`src/core/kasg_pkg.sv`:
```
// constants shared by the key-repeat, sleep and port configuration logic
package kasg_pkg;

  // clock and millisecond timebase
  localparam int unsigned CLK_HZ    = 25_000_000;
  localparam int unsigned MS_PER_S  = 1000;
  localparam int unsigned TICK_MS   = 1;
  localparam int unsigned MS_CYCLES = CLK_HZ / MS_PER_S * TICK_MS;

  // register offsets
  localparam logic [7:0] ADDR_REPEAT  = 8'h05;
  localparam logic [7:0] ADDR_SLEEP   = 8'h06;
  localparam logic [7:0] ADDR_GLOBAL  = 8'h40;
  localparam logic [7:0] ADDR_TOFLAG  = 8'h48;
  localparam logic [7:0] ADDR_BANK_LO = 8'h41;
  localparam logic [7:0] ADDR_BANK_HI = 8'h5f;

  // reset values
  localparam logic [7:0] RST_REPEAT = 8'h00;
  localparam logic [3:0] RST_SLEEP  = 4'h7;
  localparam logic [7:0] RST_GLOBAL = 8'h00;

  // key_repeat_config fields
  localparam int unsigned RPT_EN_BIT    = 7;
  localparam int unsigned RPT_RATE_LSB  = 4;
  localparam int unsigned RPT_DELAY_LSB = 0;
  localparam logic [7:0]  DELAY_UNIT    = 8'h08;
  localparam logic [7:0]  RATE_UNIT     = 8'h04;

  // sleep_timeout_config field and timeouts in ms
  localparam int unsigned SLEEP_LSB        = 0;
  localparam logic [13:0] SLEEP_MAX_MS     = 14'h2000;
  localparam logic [3:0]  SLEEP_LAST_SHIFT = 4'h5;

  // port_global_config fields
  localparam int unsigned GLB_ROT_BIT   = 7;
  localparam int unsigned GLB_TOINT_BIT = 5;
  localparam int unsigned GLB_EN_BIT    = 4;
  localparam int unsigned GLB_RST_BIT   = 3;
  localparam int unsigned GLB_FADE_LSB  = 0;

  // fade timing
  localparam logic [8:0] FADE_BASE_MS   = 9'h100;
  localparam logic [4:0] FADE_STEPS     = 5'h10;
  localparam int unsigned FADE_SHIFT    = 4;
  localparam logic [2:0] FADE_OFF       = 3'h0;
  localparam logic [2:0] FADE_LAST_CODE = 3'h5;

  // autorepeat state machine
  typedef enum logic [2:0] {
    RPT_IDLE   = 3'b001,
    RPT_DELAY  = 3'b010,
    RPT_REPEAT = 3'b100
  } kasg_rpt_state_e;

endpackage

```
`src/core/kasg_fade.sv`:
```
// fade ramp of the common pwm intensity in sixteen equal steps
`timescale 1ns/1ps
module kasg_fade (
  // clock and reset
  input  wire logic       clk_sys,
  input  wire logic       arst_n,
  // control
  input  wire logic       ms_tick,
  input  wire logic       run,
  input  wire logic [2:0] fade_code,
  input  wire logic       fade_up,
  input  wire logic [7:0] common_pwm,
  // result
  output logic      [7:0] fade_pwm
);

  logic [4:0] lvl;
  logic [4:0] next_lvl;
  logic [8:0] ms_cnt;
  logic [8:0] next_ms_cnt;
  logic [7:0] next_fade_pwm;
  logic [4:0] target;
  logic [8:0] step_ms;
  logic [12:0] prod;

  // one step lasts a sixteenth of the ramp time
  always_comb begin
    target  = fade_up ? kasg_pkg::FADE_STEPS : 5'h00;
    step_ms = 9'((kasg_pkg::FADE_BASE_MS >> kasg_pkg::FADE_SHIFT)
              << (fade_code - 3'h1));
    next_lvl    = lvl;
    next_ms_cnt = ms_cnt;
    if (!run) begin
      // shut down: hold the level where it stands
      next_lvl = lvl;
    end else if (fade_code == kasg_pkg::FADE_OFF ||
                 fade_code > kasg_pkg::FADE_LAST_CODE) begin
      next_lvl    = target; // RQ10
      next_ms_cnt = 9'h000;
    end else if (lvl == target) begin
      next_ms_cnt = 9'h000;
    end else if (ms_tick) begin
      if (ms_cnt + 9'h001 >= step_ms) begin
        next_ms_cnt = 9'h000;
        next_lvl    = fade_up ? lvl + 5'h01 : lvl - 5'h01; // RQ10 RQ11
      end else begin
        next_ms_cnt = ms_cnt + 9'h001;
      end
    end
    prod          = 13'(common_pwm) * 13'(next_lvl);
    next_fade_pwm = 8'(prod >> kasg_pkg::FADE_SHIFT);
  end

  // ramp registers
  always_ff @(posedge clk_sys or negedge arst_n) begin
    if (!arst_n) begin
      lvl      <= 5'h00;
      ms_cnt   <= 9'h000;
      fade_pwm <= 8'h00;
    end else begin
      lvl      <= next_lvl;
      ms_cnt   <= next_ms_cnt;
      fade_pwm <= next_fade_pwm;
    end
  end

endmodule

```
`src/core/kasg_ctrl.sv`:
```
// key autorepeat, autosleep and global port configuration registers
//
// Operation
// RQ1: no repeat when enable bit clear; first repeat after (n+1)*8 ticks
// RQ2: later repeats every (m+1)*4 debounce ticks from the rate field
// RQ3: sleep code 0 never sleeps; 1..7 give 8192 down to 256 ms idle
// RQ4: rotary bit selects gpio use or rotary decoding of pins six/seven
// RQ5: bus timeout drives interrupt low when enabled; read of 0x48 releases
// RQ6: port disable stops pwm, current, inputs; bank 0x41-0x5f locked
// RQ7: port disable while key section sleeps means full shutdown
// RQ8: port enable keeps pwm, current and ports running even when asleep
// RQ9: reset bit returns 0x40-0x5f to power-on values and reads back zero
// RQ10: fade code zero means no fade; codes 1..5 ramp in sixteen steps
// RQ11: fade codes 1..5 ramp over 256..4096 ms; 6 and 7 act as no fade
// RQ12: held key queues a repeat press after the delay, then every period
`timescale 1ns/1ps
module kasg_ctrl #(
  parameter int unsigned MS_CYCLES = kasg_pkg::MS_CYCLES,
  parameter int unsigned KEY_W     = 6
) (
  // clock and reset
  input  wire logic             clk_sys,
  input  wire logic             arst_n,
  // register port from the serial slave
  input  wire logic             reg_wr,
  input  wire logic             reg_rd,
  input  wire logic [7:0]       reg_addr,
  input  wire logic [7:0]       reg_wdata,
  output logic      [7:0]       reg_rdata,
  // key scanner
  input  wire logic             debounce_tick,
  input  wire logic             key_press,
  input  wire logic             key_held,
  input  wire logic [KEY_W-1:0] key_code,
  output logic                  repeat_event,
  output logic      [KEY_W-1:0] repeat_key,
  output logic                  key_sleep,
  // serial bus timeout
  input  wire logic             bus_timeout,
  output logic                  port_interrupt_n,
  // rotary pins
  input  wire logic             gpio_pin_six_in,
  input  wire logic             gpio_pin_seven_in,
  output logic      [1:0]       gpi_value,
  output logic                  rotary_step,
  output logic                  rotary_dir,
  // port section control
  output logic                  gpio_run,
  output logic                  full_shutdown,
  output logic                  bank_wr_allow,
  output logic                  gpio_soft_reset,
  // fade
  input  wire logic             fade_up,
  input  wire logic [7:0]       common_pwm,
  output logic      [7:0]       fade_pwm
);

  localparam int unsigned DIV_W = $clog2(MS_CYCLES);

  // repeat period in debounce ticks from a field and its unit
  function automatic logic [7:0] rpt_cycles(input logic [3:0] f,
                                            input logic [7:0] unit);
    rpt_cycles = 8'((8'(f) + 8'h01) * unit);
  endfunction

  // autosleep limit in ms, zero meaning never
  function automatic logic [13:0] sleep_limit(input logic [3:0] code);
    logic [3:0] sh;
    sh = code - 4'h1;
    if (sh > kasg_pkg::SLEEP_LAST_SHIFT) begin
      sh = kasg_pkg::SLEEP_LAST_SHIFT;
    end
    sleep_limit = (code == 4'h0) ? 14'h0000 : kasg_pkg::SLEEP_MAX_MS >> sh;
  endfunction

  // register state
  logic [7:0] rpt_cfg;
  logic [7:0] next_rpt_cfg;
  logic [3:0] sleep_cfg;
  logic [3:0] next_sleep_cfg;
  logic       glb_rot;
  logic       next_glb_rot;
  logic       glb_toint;
  logic       next_glb_toint;
  logic       glb_en;
  logic       next_glb_en;
  logic [2:0] glb_fade;
  logic [2:0] next_glb_fade;
  logic       to_flag;
  logic       next_to_flag;
  logic       next_int_n;
  logic       next_soft_reset;
  logic [7:0] next_rdata;
  logic       wr_glb;

  // register writes, reads and timeout flag
  always_comb begin
    next_rpt_cfg    = rpt_cfg;
    next_sleep_cfg  = sleep_cfg;
    next_glb_rot    = glb_rot;
    next_glb_toint  = glb_toint;
    next_glb_en     = glb_en;
    next_glb_fade   = glb_fade;
    next_soft_reset = 1'b0;
    next_rdata      = reg_rdata;
    wr_glb          = reg_wr && reg_addr == kasg_pkg::ADDR_GLOBAL;
    if (reg_wr && reg_addr == kasg_pkg::ADDR_REPEAT) begin
      next_rpt_cfg = reg_wdata;
    end
    if (reg_wr && reg_addr == kasg_pkg::ADDR_SLEEP) begin
      next_sleep_cfg = reg_wdata[kasg_pkg::SLEEP_LSB +: 4];
    end
    if (wr_glb && reg_wdata[kasg_pkg::GLB_RST_BIT]) begin
      // the reset bit is never stored, so it always reads zero
      next_glb_rot    = kasg_pkg::RST_GLOBAL[kasg_pkg::GLB_ROT_BIT]; // RQ9
      next_glb_toint  = kasg_pkg::RST_GLOBAL[kasg_pkg::GLB_TOINT_BIT];
      next_glb_en     = kasg_pkg::RST_GLOBAL[kasg_pkg::GLB_EN_BIT];
      next_glb_fade   = kasg_pkg::RST_GLOBAL[kasg_pkg::GLB_FADE_LSB +: 3];
      next_soft_reset = 1'b1; // RQ9
    end else if (wr_glb) begin
      next_glb_rot   = reg_wdata[kasg_pkg::GLB_ROT_BIT];
      next_glb_toint = reg_wdata[kasg_pkg::GLB_TOINT_BIT];
      next_glb_en    = reg_wdata[kasg_pkg::GLB_EN_BIT];
      next_glb_fade  = reg_wdata[kasg_pkg::GLB_FADE_LSB +: 3];
    end
    // a timeout in the clearing read's cycle is kept
    next_to_flag = to_flag;
    if (reg_rd && reg_addr == kasg_pkg::ADDR_TOFLAG) begin
      next_to_flag = 1'b0; // RQ5
    end
    if (bus_timeout) begin
      next_to_flag = 1'b1;
    end
    next_int_n = ~(next_to_flag & next_glb_toint); // RQ5
    if (reg_rd) begin
      case (reg_addr)
        kasg_pkg::ADDR_REPEAT: next_rdata = rpt_cfg;
        kasg_pkg::ADDR_SLEEP:  next_rdata = {4'h0, sleep_cfg};
        kasg_pkg::ADDR_GLOBAL: begin
          next_rdata = 8'h00;
          next_rdata[kasg_pkg::GLB_ROT_BIT]        = glb_rot;
          next_rdata[kasg_pkg::GLB_TOINT_BIT]      = glb_toint;
          next_rdata[kasg_pkg::GLB_EN_BIT]         = glb_en;
          next_rdata[kasg_pkg::GLB_FADE_LSB +: 3]  = glb_fade;
        end
        kasg_pkg::ADDR_TOFLAG: next_rdata = {7'h00, to_flag};
        default:               next_rdata = 8'h00;
      endcase
    end
  end

  always_ff @(posedge clk_sys or negedge arst_n) begin
    if (!arst_n) begin
      rpt_cfg          <= kasg_pkg::RST_REPEAT;
      sleep_cfg        <= kasg_pkg::RST_SLEEP;
      glb_rot          <= 1'b0;
      glb_toint        <= 1'b0;
      glb_en           <= 1'b0;
      glb_fade         <= kasg_pkg::FADE_OFF;
      to_flag          <= 1'b0;
      port_interrupt_n <= 1'b1;
      gpio_soft_reset  <= 1'b0;
      reg_rdata        <= 8'h00;
    end else begin
      rpt_cfg          <= next_rpt_cfg;
      sleep_cfg        <= next_sleep_cfg;
      glb_rot          <= next_glb_rot;
      glb_toint        <= next_glb_toint;
      glb_en           <= next_glb_en;
      glb_fade         <= next_glb_fade;
      to_flag          <= next_to_flag;
      port_interrupt_n <= next_int_n;
      gpio_soft_reset  <= next_soft_reset;
      reg_rdata        <= next_rdata;
    end
  end

  // port section power states follow the enable bit directly
  assign gpio_run      = glb_en;              // RQ8
  assign bank_wr_allow = glb_en;              // RQ6
  assign full_shutdown = ~glb_en & key_sleep; // RQ7

  // millisecond enable pulse
  logic [DIV_W-1:0] div_cnt;
  logic [DIV_W-1:0] next_div_cnt;
  logic             ms_tick;
  logic             next_ms_tick;

  always_comb begin
    next_ms_tick = 1'b0;
    next_div_cnt = div_cnt + 1'b1;
    if (div_cnt == DIV_W'(MS_CYCLES - 1)) begin
      next_div_cnt = '0;
      next_ms_tick = 1'b1;
    end
  end

  always_ff @(posedge clk_sys or negedge arst_n) begin
    if (!arst_n) begin
      div_cnt <= '0;
      ms_tick <= 1'b0;
    end else begin
      div_cnt <= next_div_cnt;
      ms_tick <= next_ms_tick;
    end
  end

  // autorepeat timing counted in debounce ticks
  kasg_pkg::kasg_rpt_state_e rpt_st;
  kasg_pkg::kasg_rpt_state_e next_rpt_st;
  logic [7:0]       rpt_cnt;
  logic [7:0]       next_rpt_cnt;
  logic [KEY_W-1:0] next_repeat_key;
  logic             next_repeat_event;
  logic             rpt_on;

  always_comb begin
    rpt_on            = rpt_cfg[kasg_pkg::RPT_EN_BIT];
    next_rpt_st       = rpt_st;
    next_rpt_cnt      = rpt_cnt;
    next_repeat_key   = repeat_key;
    next_repeat_event = 1'b0;
    case (rpt_st)
      kasg_pkg::RPT_IDLE: begin
        if (key_press && rpt_on) begin
          next_rpt_st     = kasg_pkg::RPT_DELAY;
          next_repeat_key = key_code;
          next_rpt_cnt    = rpt_cycles(rpt_cfg[kasg_pkg::RPT_DELAY_LSB +: 4],
                                       kasg_pkg::DELAY_UNIT); // RQ1
        end
      end
      kasg_pkg::RPT_DELAY, kasg_pkg::RPT_REPEAT: begin
        if (!rpt_on || !key_held) begin
          next_rpt_st = kasg_pkg::RPT_IDLE; // RQ1 RQ12
        end else if (debounce_tick && rpt_cnt == 8'h01) begin
          next_repeat_event = 1'b1; // RQ12
          next_rpt_st       = kasg_pkg::RPT_REPEAT;
          next_rpt_cnt      = rpt_cycles(
              {1'b0, rpt_cfg[kasg_pkg::RPT_RATE_LSB +: 3]},
              kasg_pkg::RATE_UNIT); // RQ2
        end else if (debounce_tick) begin
          next_rpt_cnt = rpt_cnt - 8'h01;
        end
      end
      default: next_rpt_st = kasg_pkg::RPT_IDLE;
    endcase
  end

  always_ff @(posedge clk_sys or negedge arst_n) begin
    if (!arst_n) begin
      rpt_st       <= kasg_pkg::RPT_IDLE;
      rpt_cnt      <= 8'h00;
      repeat_key   <= '0;
      repeat_event <= 1'b0;
    end else begin
      rpt_st       <= next_rpt_st;
      rpt_cnt      <= next_rpt_cnt;
      repeat_key   <= next_repeat_key;
      repeat_event <= next_repeat_event;
    end
  end

  // autosleep: any key activity restarts the idle count and wakes
  logic [13:0] idle_ms;
  logic [13:0] next_idle_ms;
  logic        next_key_sleep;
  logic [13:0] limit_ms;

  always_comb begin
    limit_ms       = sleep_limit(sleep_cfg); // RQ3
    next_idle_ms   = idle_ms;
    next_key_sleep = key_sleep;
    if (key_press || key_held || limit_ms == 14'h0000) begin
      next_idle_ms   = 14'h0000;
      next_key_sleep = 1'b0;
    end else if (ms_tick && !key_sleep) begin
      if (idle_ms + 14'h0001 >= limit_ms) begin
        next_key_sleep = 1'b1; // RQ3
      end else begin
        next_idle_ms = idle_ms + 14'h0001;
      end
    end
  end

  always_ff @(posedge clk_sys or negedge arst_n) begin
    if (!arst_n) begin
      idle_ms   <= 14'h0000;
      key_sleep <= 1'b0;
    end else begin
      idle_ms   <= next_idle_ms;
      key_sleep <= next_key_sleep;
    end
  end

  // pins six/seven: two-stage sync, then gpio or gray-code decode
  logic [1:0] pin_meta;
  logic [1:0] pin_sync;
  logic [1:0] rot_prev;
  logic [1:0] next_gpi;
  logic       next_rot_step;
  logic       next_rot_dir;

  always_comb begin
    next_gpi      = 2'h0;
    next_rot_step = 1'b0;
    next_rot_dir  = rotary_dir;
    if (glb_en && !glb_rot) begin
      next_gpi = pin_sync; // RQ4 RQ6
    end
    if (glb_en && glb_rot && pin_sync != rot_prev) begin
      next_rot_step = 1'b1; // RQ4
      next_rot_dir  = rot_prev[0] ^ pin_sync[1];
    end
  end

  always_ff @(posedge clk_sys or negedge arst_n) begin
    if (!arst_n) begin
      pin_meta    <= 2'h3;
      pin_sync    <= 2'h3;
      rot_prev    <= 2'h3;
      gpi_value   <= 2'h0;
      rotary_step <= 1'b0;
      rotary_dir  <= 1'b0;
    end else begin
      pin_meta    <= {gpio_pin_seven_in, gpio_pin_six_in};
      pin_sync    <= pin_meta;
      rot_prev    <= pin_sync;
      gpi_value   <= next_gpi;
      rotary_step <= next_rot_step;
      rotary_dir  <= next_rot_dir;
    end
  end

  // fade ramp runs only while the port section is enabled
  kasg_fade u_fade (
    .clk_sys    (clk_sys),
    .arst_n     (arst_n),
    .ms_tick    (ms_tick),
    .run        (glb_en),
    .fade_code  (glb_fade),
    .fade_up    (fade_up),
    .common_pwm (common_pwm),
    .fade_pwm   (fade_pwm)
  );

endmodule

```
`config.mk`:
```
export PLATFORM = sky130hd
export DESIGN_NAME = kasg_ctrl
export DESIGN_NICKNAME = d
export VERILOG_FILES = /design/src/core/kasg_pkg.sv /design/src/core/kasg_fade.sv /design/src/core/kasg_ctrl.sv
export SDC_FILE = /design/constraint.sdc
export NUM_CORES = 1
export LEC_CHECK = 0
export CAP_MARGIN = 20
export CORE_UTILIZATION = 65
export CTS_BUF_LIST = sky130_fd_sc_hd__clkbuf_8 sky130_fd_sc_hd__clkbuf_16
export CTS_CLUSTER_SIZE = 10
export DETAILED_ROUTE_END_ITERATION = 12
export DONT_BUFFER_PORTS = 1
export GPL_ROUTABILITY_DRIVEN = 0
export PLACE_DENSITY = 0.81
export RECOVER_POWER = 100
export SLEW_MARGIN = 20
export SYNTH_ARGS = -nofsm -noshare
export SYNTH_HDL_FRONTEND = slang
export SYNTH_SLANG_ARGS = --single-unit
```
`constraint.sdc`:
```
create_clock -name clk_sys -period 6.3 [get_ports clk_sys]
set_clock_uncertainty 0.1 [all_clocks]
set_input_delay 0.315 -clock clk_sys [delete_from_list [all_inputs] [get_ports clk_sys]]
set_output_delay 0.315 -clock clk_sys [all_outputs]
set_load 0.005 [all_outputs]
```
# Word-level counts from Yosys, hierarchy flattened
# Cells that the tools add are included.
# op_classes
multipliers,1
reduce_logical,34
eq_ne,16
n_addsub,10
n_mux,47
order_cmp,4
shifts,2
bitwise_logic,5
# op_table
operator,n
$mux 14,4
$mux 9,4
$mux 5,7
$mux 8,4
$pmux 8 s4,1
$mux 1,17
$eq 8x3->1 const B,2
$eq 8x7->1 const B,2
$pmux 8 s2,1
$add 15x1->15 const B,1
$eq 15x15->1 const B,1
$mux 15,1
$mux 3,5
$add 14x1->14 const B,1
$ge 14x14->1,1
$logic_not 14->1,1
$shr 14x4->14 const A,1
$mul 8x5->12,1
$logic_and 1x1->1,11
$reduce_and 2->1,5
$add 9x1->9 const B,1
$ge 9x9->1,1
$shl 5x3->9 const A,1
$eq 8x1->1 const B,1
30 further kinds,44
# totals
regBits,110
elab_cells,146
input_bits,41

# Logic depth before layout (Yosys ltp)
# logic_depth
depth_word,9
depth_mapped,25
depth_no_buf,25

# Cells and area by module
# A second synthesis with hierarchy kept.
# hier_totals
cells_unflattened,738
hier_area_um2,7046.8
# by_module_without_submodules
module,n_inst,area_each_um2,seq_area_each_um2,cells_per_inst
kasg_ctrl,1,4623.2,2215.9,465
kasg_fade,1,2423.6,550.5,273

# Worst setup path before layout
# Ideal clock, no wire load.
# synth_timing
path_type,register to register
from,register glb_fade[1]
to,register u_fade.fade_pwm[3]
period_less_slack_ns,5.364
required_ns,6.120
path_stages_with_launch,22
setup_ns,0.080
t_arrival_ns,5.184
slack_ns,0.936
path_cell_list,dfrtp_1 -> buf_4 -> or3b_2 -> ha_1 -> o211ai_1 -> nand2_1 -> a31o_2 -> a21oi_1 -> nand2b_1 -> a32o_1 -> and2_1 -> fa_1 -> fa_1 -> inv_1 -> fa_1 -> inv_1 -> ha_1 -> and2_1 -> a31o_2 -> or2_1 -> a21oi_2 -> xnor2_1
# synth_via
elab_chain_cells,9
elab_cells_between_ends,12
cone_classes,add/sub (1); mul (1); order compare (2); shift (1); mux (5); reduce/logical (2)
# synth_lines
element,line,source
start: declaration,kasg_ctrl.sv:87,logic [2:0] glb_fade;
start signal: assignment,kasg_ctrl.sv:159,glb_fade <= kasg_pkg::FADE_OFF;
start signal: assignment,kasg_ctrl.sv:170,glb_fade <= next_glb_fade;
$sub 3x1->3,kasg_fade.sv:30,<< (fade_code - 3'h1));
$shl 5x3->9,kasg_fade.sv:29,step_ms = 9'((kasg_pkg::FADE_BASE_MS >> kasg_pkg::FADE_SHIFT)
$ge 9x9->1,kasg_fade.sv:43,if (ms_cnt + 9'h001 >= step_ms) begin
$mux 5,kasg_fade.sv:43,
$mux 5,kasg_fade.sv:42,end else if (ms_tick) begin
$mux 5,kasg_fade.sv:40,end else if (lvl == target) begin
$mux 5 *,kasg_fade.sv:36,end else if (fade_code == kasg_pkg::FADE_OFF ||
$mux 5 *,kasg_fade.sv:33,if (!run) begin
via u_fade.next_lvl[3],kasg_fade.sv:18,logic [4:0] next_lvl;
$mul 8x5->12 *,kasg_fade.sv:50,prod = 13'(common_pwm) * 13'(next_lvl);
via u_fade.prod[7],kasg_fade.sv:24,logic [12:0] prod;
end signal: assignment,kasg_fade.sv:63,fade_pwm <= next_fade_pwm;
end: declaration,kasg_fade.sv:14,output logic [7:0] fade_pwm
# The timed path passes the listed nets; every way through them passes the cells marked *.
# A chain may end at the register's enable or synchronous reset.

# Worst setup path in the final report
# layout_timing
from,register u_fade.ms_cnt[0]
to,register u_fade.fade_pwm[3]
# layout_via
elab_chain_cells,8
# layout_lines
element,line,source
start: declaration,kasg_fade.sv:19,logic [8:0] ms_cnt;
start signal: assignment,kasg_fade.sv:62,ms_cnt <= next_ms_cnt;
$add 9x1->9,kasg_fade.sv:43,
$ge 9x9->1,kasg_fade.sv:43,
$mux 5,kasg_fade.sv:43,
$mux 5,kasg_fade.sv:42,
$mux 5,kasg_fade.sv:40,
$mux 5,kasg_fade.sv:36,
$mux 5,kasg_fade.sv:33,
via u_fade.next_lvl[4],kasg_fade.sv:18,
$mul 8x5->12,kasg_fade.sv:50,
via u_fade.prod[7],kasg_fade.sv:24,
# The timed path passes the listed nets, and every way through them passes these cells.

==> impl_metrics.py <==
metrics = {
    "cts": {
        "ctsResizeCount": 0,
        "clock_path_buffers": 2,
        "cts_made_buffers": 9,
        "clkSlewWorstSetupHoldPaths_ps": 120,
        "cts_root_buf": "clkbuf_8",
        "number_of_h_tree_branching_levels": 3,
        "worstSkewPairLatency_ps": 400,
        "tritoncts_clock_tree": "done",
        "clkSinkCount": 110,
    },
    "layout": {
        "postLayoutCellArea_mm2": 0.00764,
        "multi_input_area_mm2": 0.00408,
        "fin_cells": 904,
        "num_antenna_cells": 0,
        "syn2layout_area_growth_pct": 6.45,
        "layout.area.seq_mm2": 0.00277,
        "fillers": 820,
        "final_layout_size_suffix_gt1_share_pct": 7.07,
        "utilization_pct": 70.8,
        "fin_nets": 868,
    },
    "synth": {
        "async_flop_share_pct": 100,
        "ys_ff_latch": 110,
        "avgSynthCellArea_um2": 9.69,
        "edff_count_synth": 0,
        "synth.area.mux_share_pct": 4.78,
        "synth_seq_area_share_pct": 38.5,
        "area_fraction_in_and_or_nand_and_nor_cells_after_synthesis_pct": 19.4,
        "top_area_cell_type_share_of_the_netlist_area_pct": 34.5,
        "synth_top_family_by_area": "simple AND/OR/NAND/NOR gates",
        "post_synth_fa_ha_maj_area_fraction_pct": 13.6,
        "postSynthCellCount": 741,
        "synth-compound-area-share_pct": 13.0,
        "synth.yosys.warnings": 0,
        "ys_flop_type": "dfrtp_1",
        "biggest_area_consumer_among_synthesized_cells": "dfrtp_1",
        "synthesized_cell_area_mm2": 0.00718,
        "synthDistinctLibCells": 67,
        "synth.top_cells.by_area": "dfrtp_1 35%, ha_1 8.9%, nand2_1 4.8%",
        "synthXorXnorAreaFrac_pct": 6.47,
    },
    "grt": {
        "grtUsageTotal_pct": 29.8,
        "antenna_violations_before_repair": 0,
        "grt_pass1_vias": 5737,
        "global_route_wire_length_before_repair_mm": 26.9,
        "grt_start_max_net_pins": 111,
        "grt_overflow_total": 0,
    },
    "critical_path": {
        "cp_data_required_time_ps": 6530,
        "setup.worst_path.end_class": "flop",
        "setup.worst_path.class": "flop to flop",
        "cp-start-kind": "flop",
        "cp_max_fo": 8,
        "crit-reg2reg-launch": "u_fade.ms_cnt[0]",
        "worst_ep_arrival_time_ps": 6120,
        "reg2reg_to": "u_fade.fade_pwm[3]",
        "timing.reg2reg.worst_path_depth": 23,
        "ff2ff_setup_slack_ps": 400,
    },
    "sta": {
        "final-setup-viol-count": 0,
        "final_max_slew_viol_count": 119,
        "slew_headroom_pct": -78.3,
        "finalCritPeriodShare_pct": 93.6,
        "fin_tns_setup_ps": 0,
        "final_hold_viol_count": 0,
        "fmax_mhz": 170,
        "period_minus_slack_ps": 5900,
        "worst_slew_pin_slew_ps": 2670,
        "postLayoutSetupSlackWorst_ps": 403,
        "unrepaired_setup_endpoints_after_global_routing": "no",
    },
    "min_path": {
        "worstHoldPathCells": 2,
        "hold_end": "to_flag",
        "holdCritPathClass": "input pin to flop",
        "timing.hold.worst.start": "reg_addr[3]",
    },
    "floorplan": {
        "ioPinCount": 74,
        "die_area_mm2": 0.0115,
        "row_count": 38,
        "fp.dieW_um": 107,
        "start_util_pct": 66.5,
        "core_region_area_mm2": 0.0108,
        "floorplan.die.height_um": 107,
    },
    "status": {
        "failed_checks": "max-capacitance violations, max-slew violations",
        "status": "finished with violations",
    },
    "route": {
        "post_drt_wl_per_cell_um": 17.4,
        "dr_total_vias": 5537,
        "wirelength_mm": 15.7,
        "antenna_violating_nets_post_route": 0,
        "detailedRoute.firstIterationViolations": 358,
        "drt-vias-per-instance": 6.13,
        "drt_pass1_iterations": 5,
        "drc_errors": 0,
    },
    "placed_design": {
        "postPlaceCellArea_mm2": 0.00726,
        "post-place-ws_ps": 469,
        "io_buffer_count": 0,
        "place_inst": 864,
        "post-dp-hpwl_mm": 11.0,
    },
    "pwr": {
        "power_density_normalized_to_cell_area_mw_per_mm2": 174,
        "irDropWorstVdd_v": 0.000175,
        "leakage_nw": 3.60,
    },
    "job": {
        "max_cap_violations": 2,
    },
}
[per-stage QoR]
stage	hold slack, ps	total power, W
finish	13.5	0.00133
floorplan	-80.6	0.000856
global route	11.0	0.00138
detailed placement	-78.5	0.000878
global placement	-78.6	0.000872
CTS	1.55	0.00133
[critical path: stages, from the launching register on]
cell	delay, ps
dfrtp_1	430
ha_1	270
nand3_1	100
nor2_1	140
xor2_1	220
ha_1	300
a21o_1	200
nor2b_1	150
nor2_1	180
a211oi_1	90
o22ai_1	200
nand2_1	210
and2_1	230
fa_1	520
fa_1	540
inv_1	50
fa_1	530
inv_1	50
ha_1	310
and2_1	160
a31o_2	260
or2_1	260
a21oi_2	170
xnor2_1	150
[cells in the mapped netlist, types with 14 or more instances]
| cell type | count |
|---|---|
| inv_1 | 48 |
| dfrtp_1 | 99 |
| mux2_2 | 18 |
| ha_1 | 51 |
| xor2_1 | 29 |
| mux2i_1 | 14 |
| and3_1 | 14 |
| a21oi_1 | 27 |
| nand3_1 | 21 |
| and2_1 | 23 |
| xnor2_1 | 24 |
| nor2_1 | 42 |
| fa_1 | 17 |
| o21ai_0 | 24 |
| nand2_1 | 91 |
| nand2b_1 | 25 |
[final cells by class]
class / count / share of cell area [%]
Multi-Input combinational cell: 565 / 53.4
Sequential cell: 110 / 36.2
Timing Repair Buffer: 25 / 3.18
Inverter: 48 / 2.36
Tap cell: 140 / 2.29
Clock buffer: 9 / 1.62
Clock inverter: 7 / 0.982
[state kept, by name, indices dropped and copies added (netlist names), 4 cells and up]
name	count
u_fade.ms_cnt	9
rpt_cfg	8
reg_rdata	8
repeat_key	6
u_fade.lvl	5
div_cnt	15
rpt_cnt	8
u_fade.fade_pwm	8
idle_ms	14
sleep_cfg	4
[cell usage in the layout, fill, tap and decap left out, drive strengths merged, types with 5 or more instances in the layout]
cell	count
dfrtp	99
nand2	91
inv	52
ha	51
nor2	42
a21oi	40
o21ai	32
xor2	29
nand2b	25
xnor2	24
dlygate4sd3	23
and2	23
nand3	21
mux2	18
fa	17
and3	14
mux2i	14
nor3	13
dfstp	11
clkbuf	10
a21o	9
a32o	9
nand4	8
nor2b	8
o22ai	7
conb	6
o31ai	5
[worst max-delay path by stage]
stage,start,to,slack (ps),cells past startpoint
floorplan,glb_fade[1],u_fade.fade_pwm[3],940,21
global placement,u_fade.ms_cnt[0],u_fade.fade_pwm[3],700,23
detailed placement,u_fade.ms_cnt[0],u_fade.fade_pwm[3],470,23
CTS,u_fade.ms_cnt[0],u_fade.fade_pwm[3],420,23
global route,u_fade.ms_cnt[0],u_fade.fade_pwm[7],9,23
finish,u_fade.ms_cnt[0],u_fade.fade_pwm[3],400,23
[metal layers]
layer  part of all wire [%]  global-route usage [%]  up-vias
li1                       -                       -     2591
met1                     40                    35.1     2721
met2                     52                    52.4      179
met3                    4.8                    6.14       46
met4                    3.1                    13.2        0
met5                      0                       0        -
[cell families after synthesis]
family	after synthesis
compound gates	134
xor+xnor	53
flops	110
fa+ha+maj	68
other cells	2
mux	32
simple gates	272
buf+inv	70
[what timing repair did]
item                                    4_1_cts  5_1_grt
hold buffers                                 24        0
endpoints found under the setup margin        0        0
setup buffers                                 0        0
hold endpoints to repair                    150        0
[report_power, final]
group	total (W)	leakage (nW)	switching (W)	internal [W]
logic	0.000136	2.05	0.0000762	0.0000594
registers	0.000759	1.44	0.0000268	0.000733
clock network	0.000431	0.102	0.000275	0.000157
total	0.00133	3.60	0.000378	0.000949
Power figures use the tool's default switching activity.
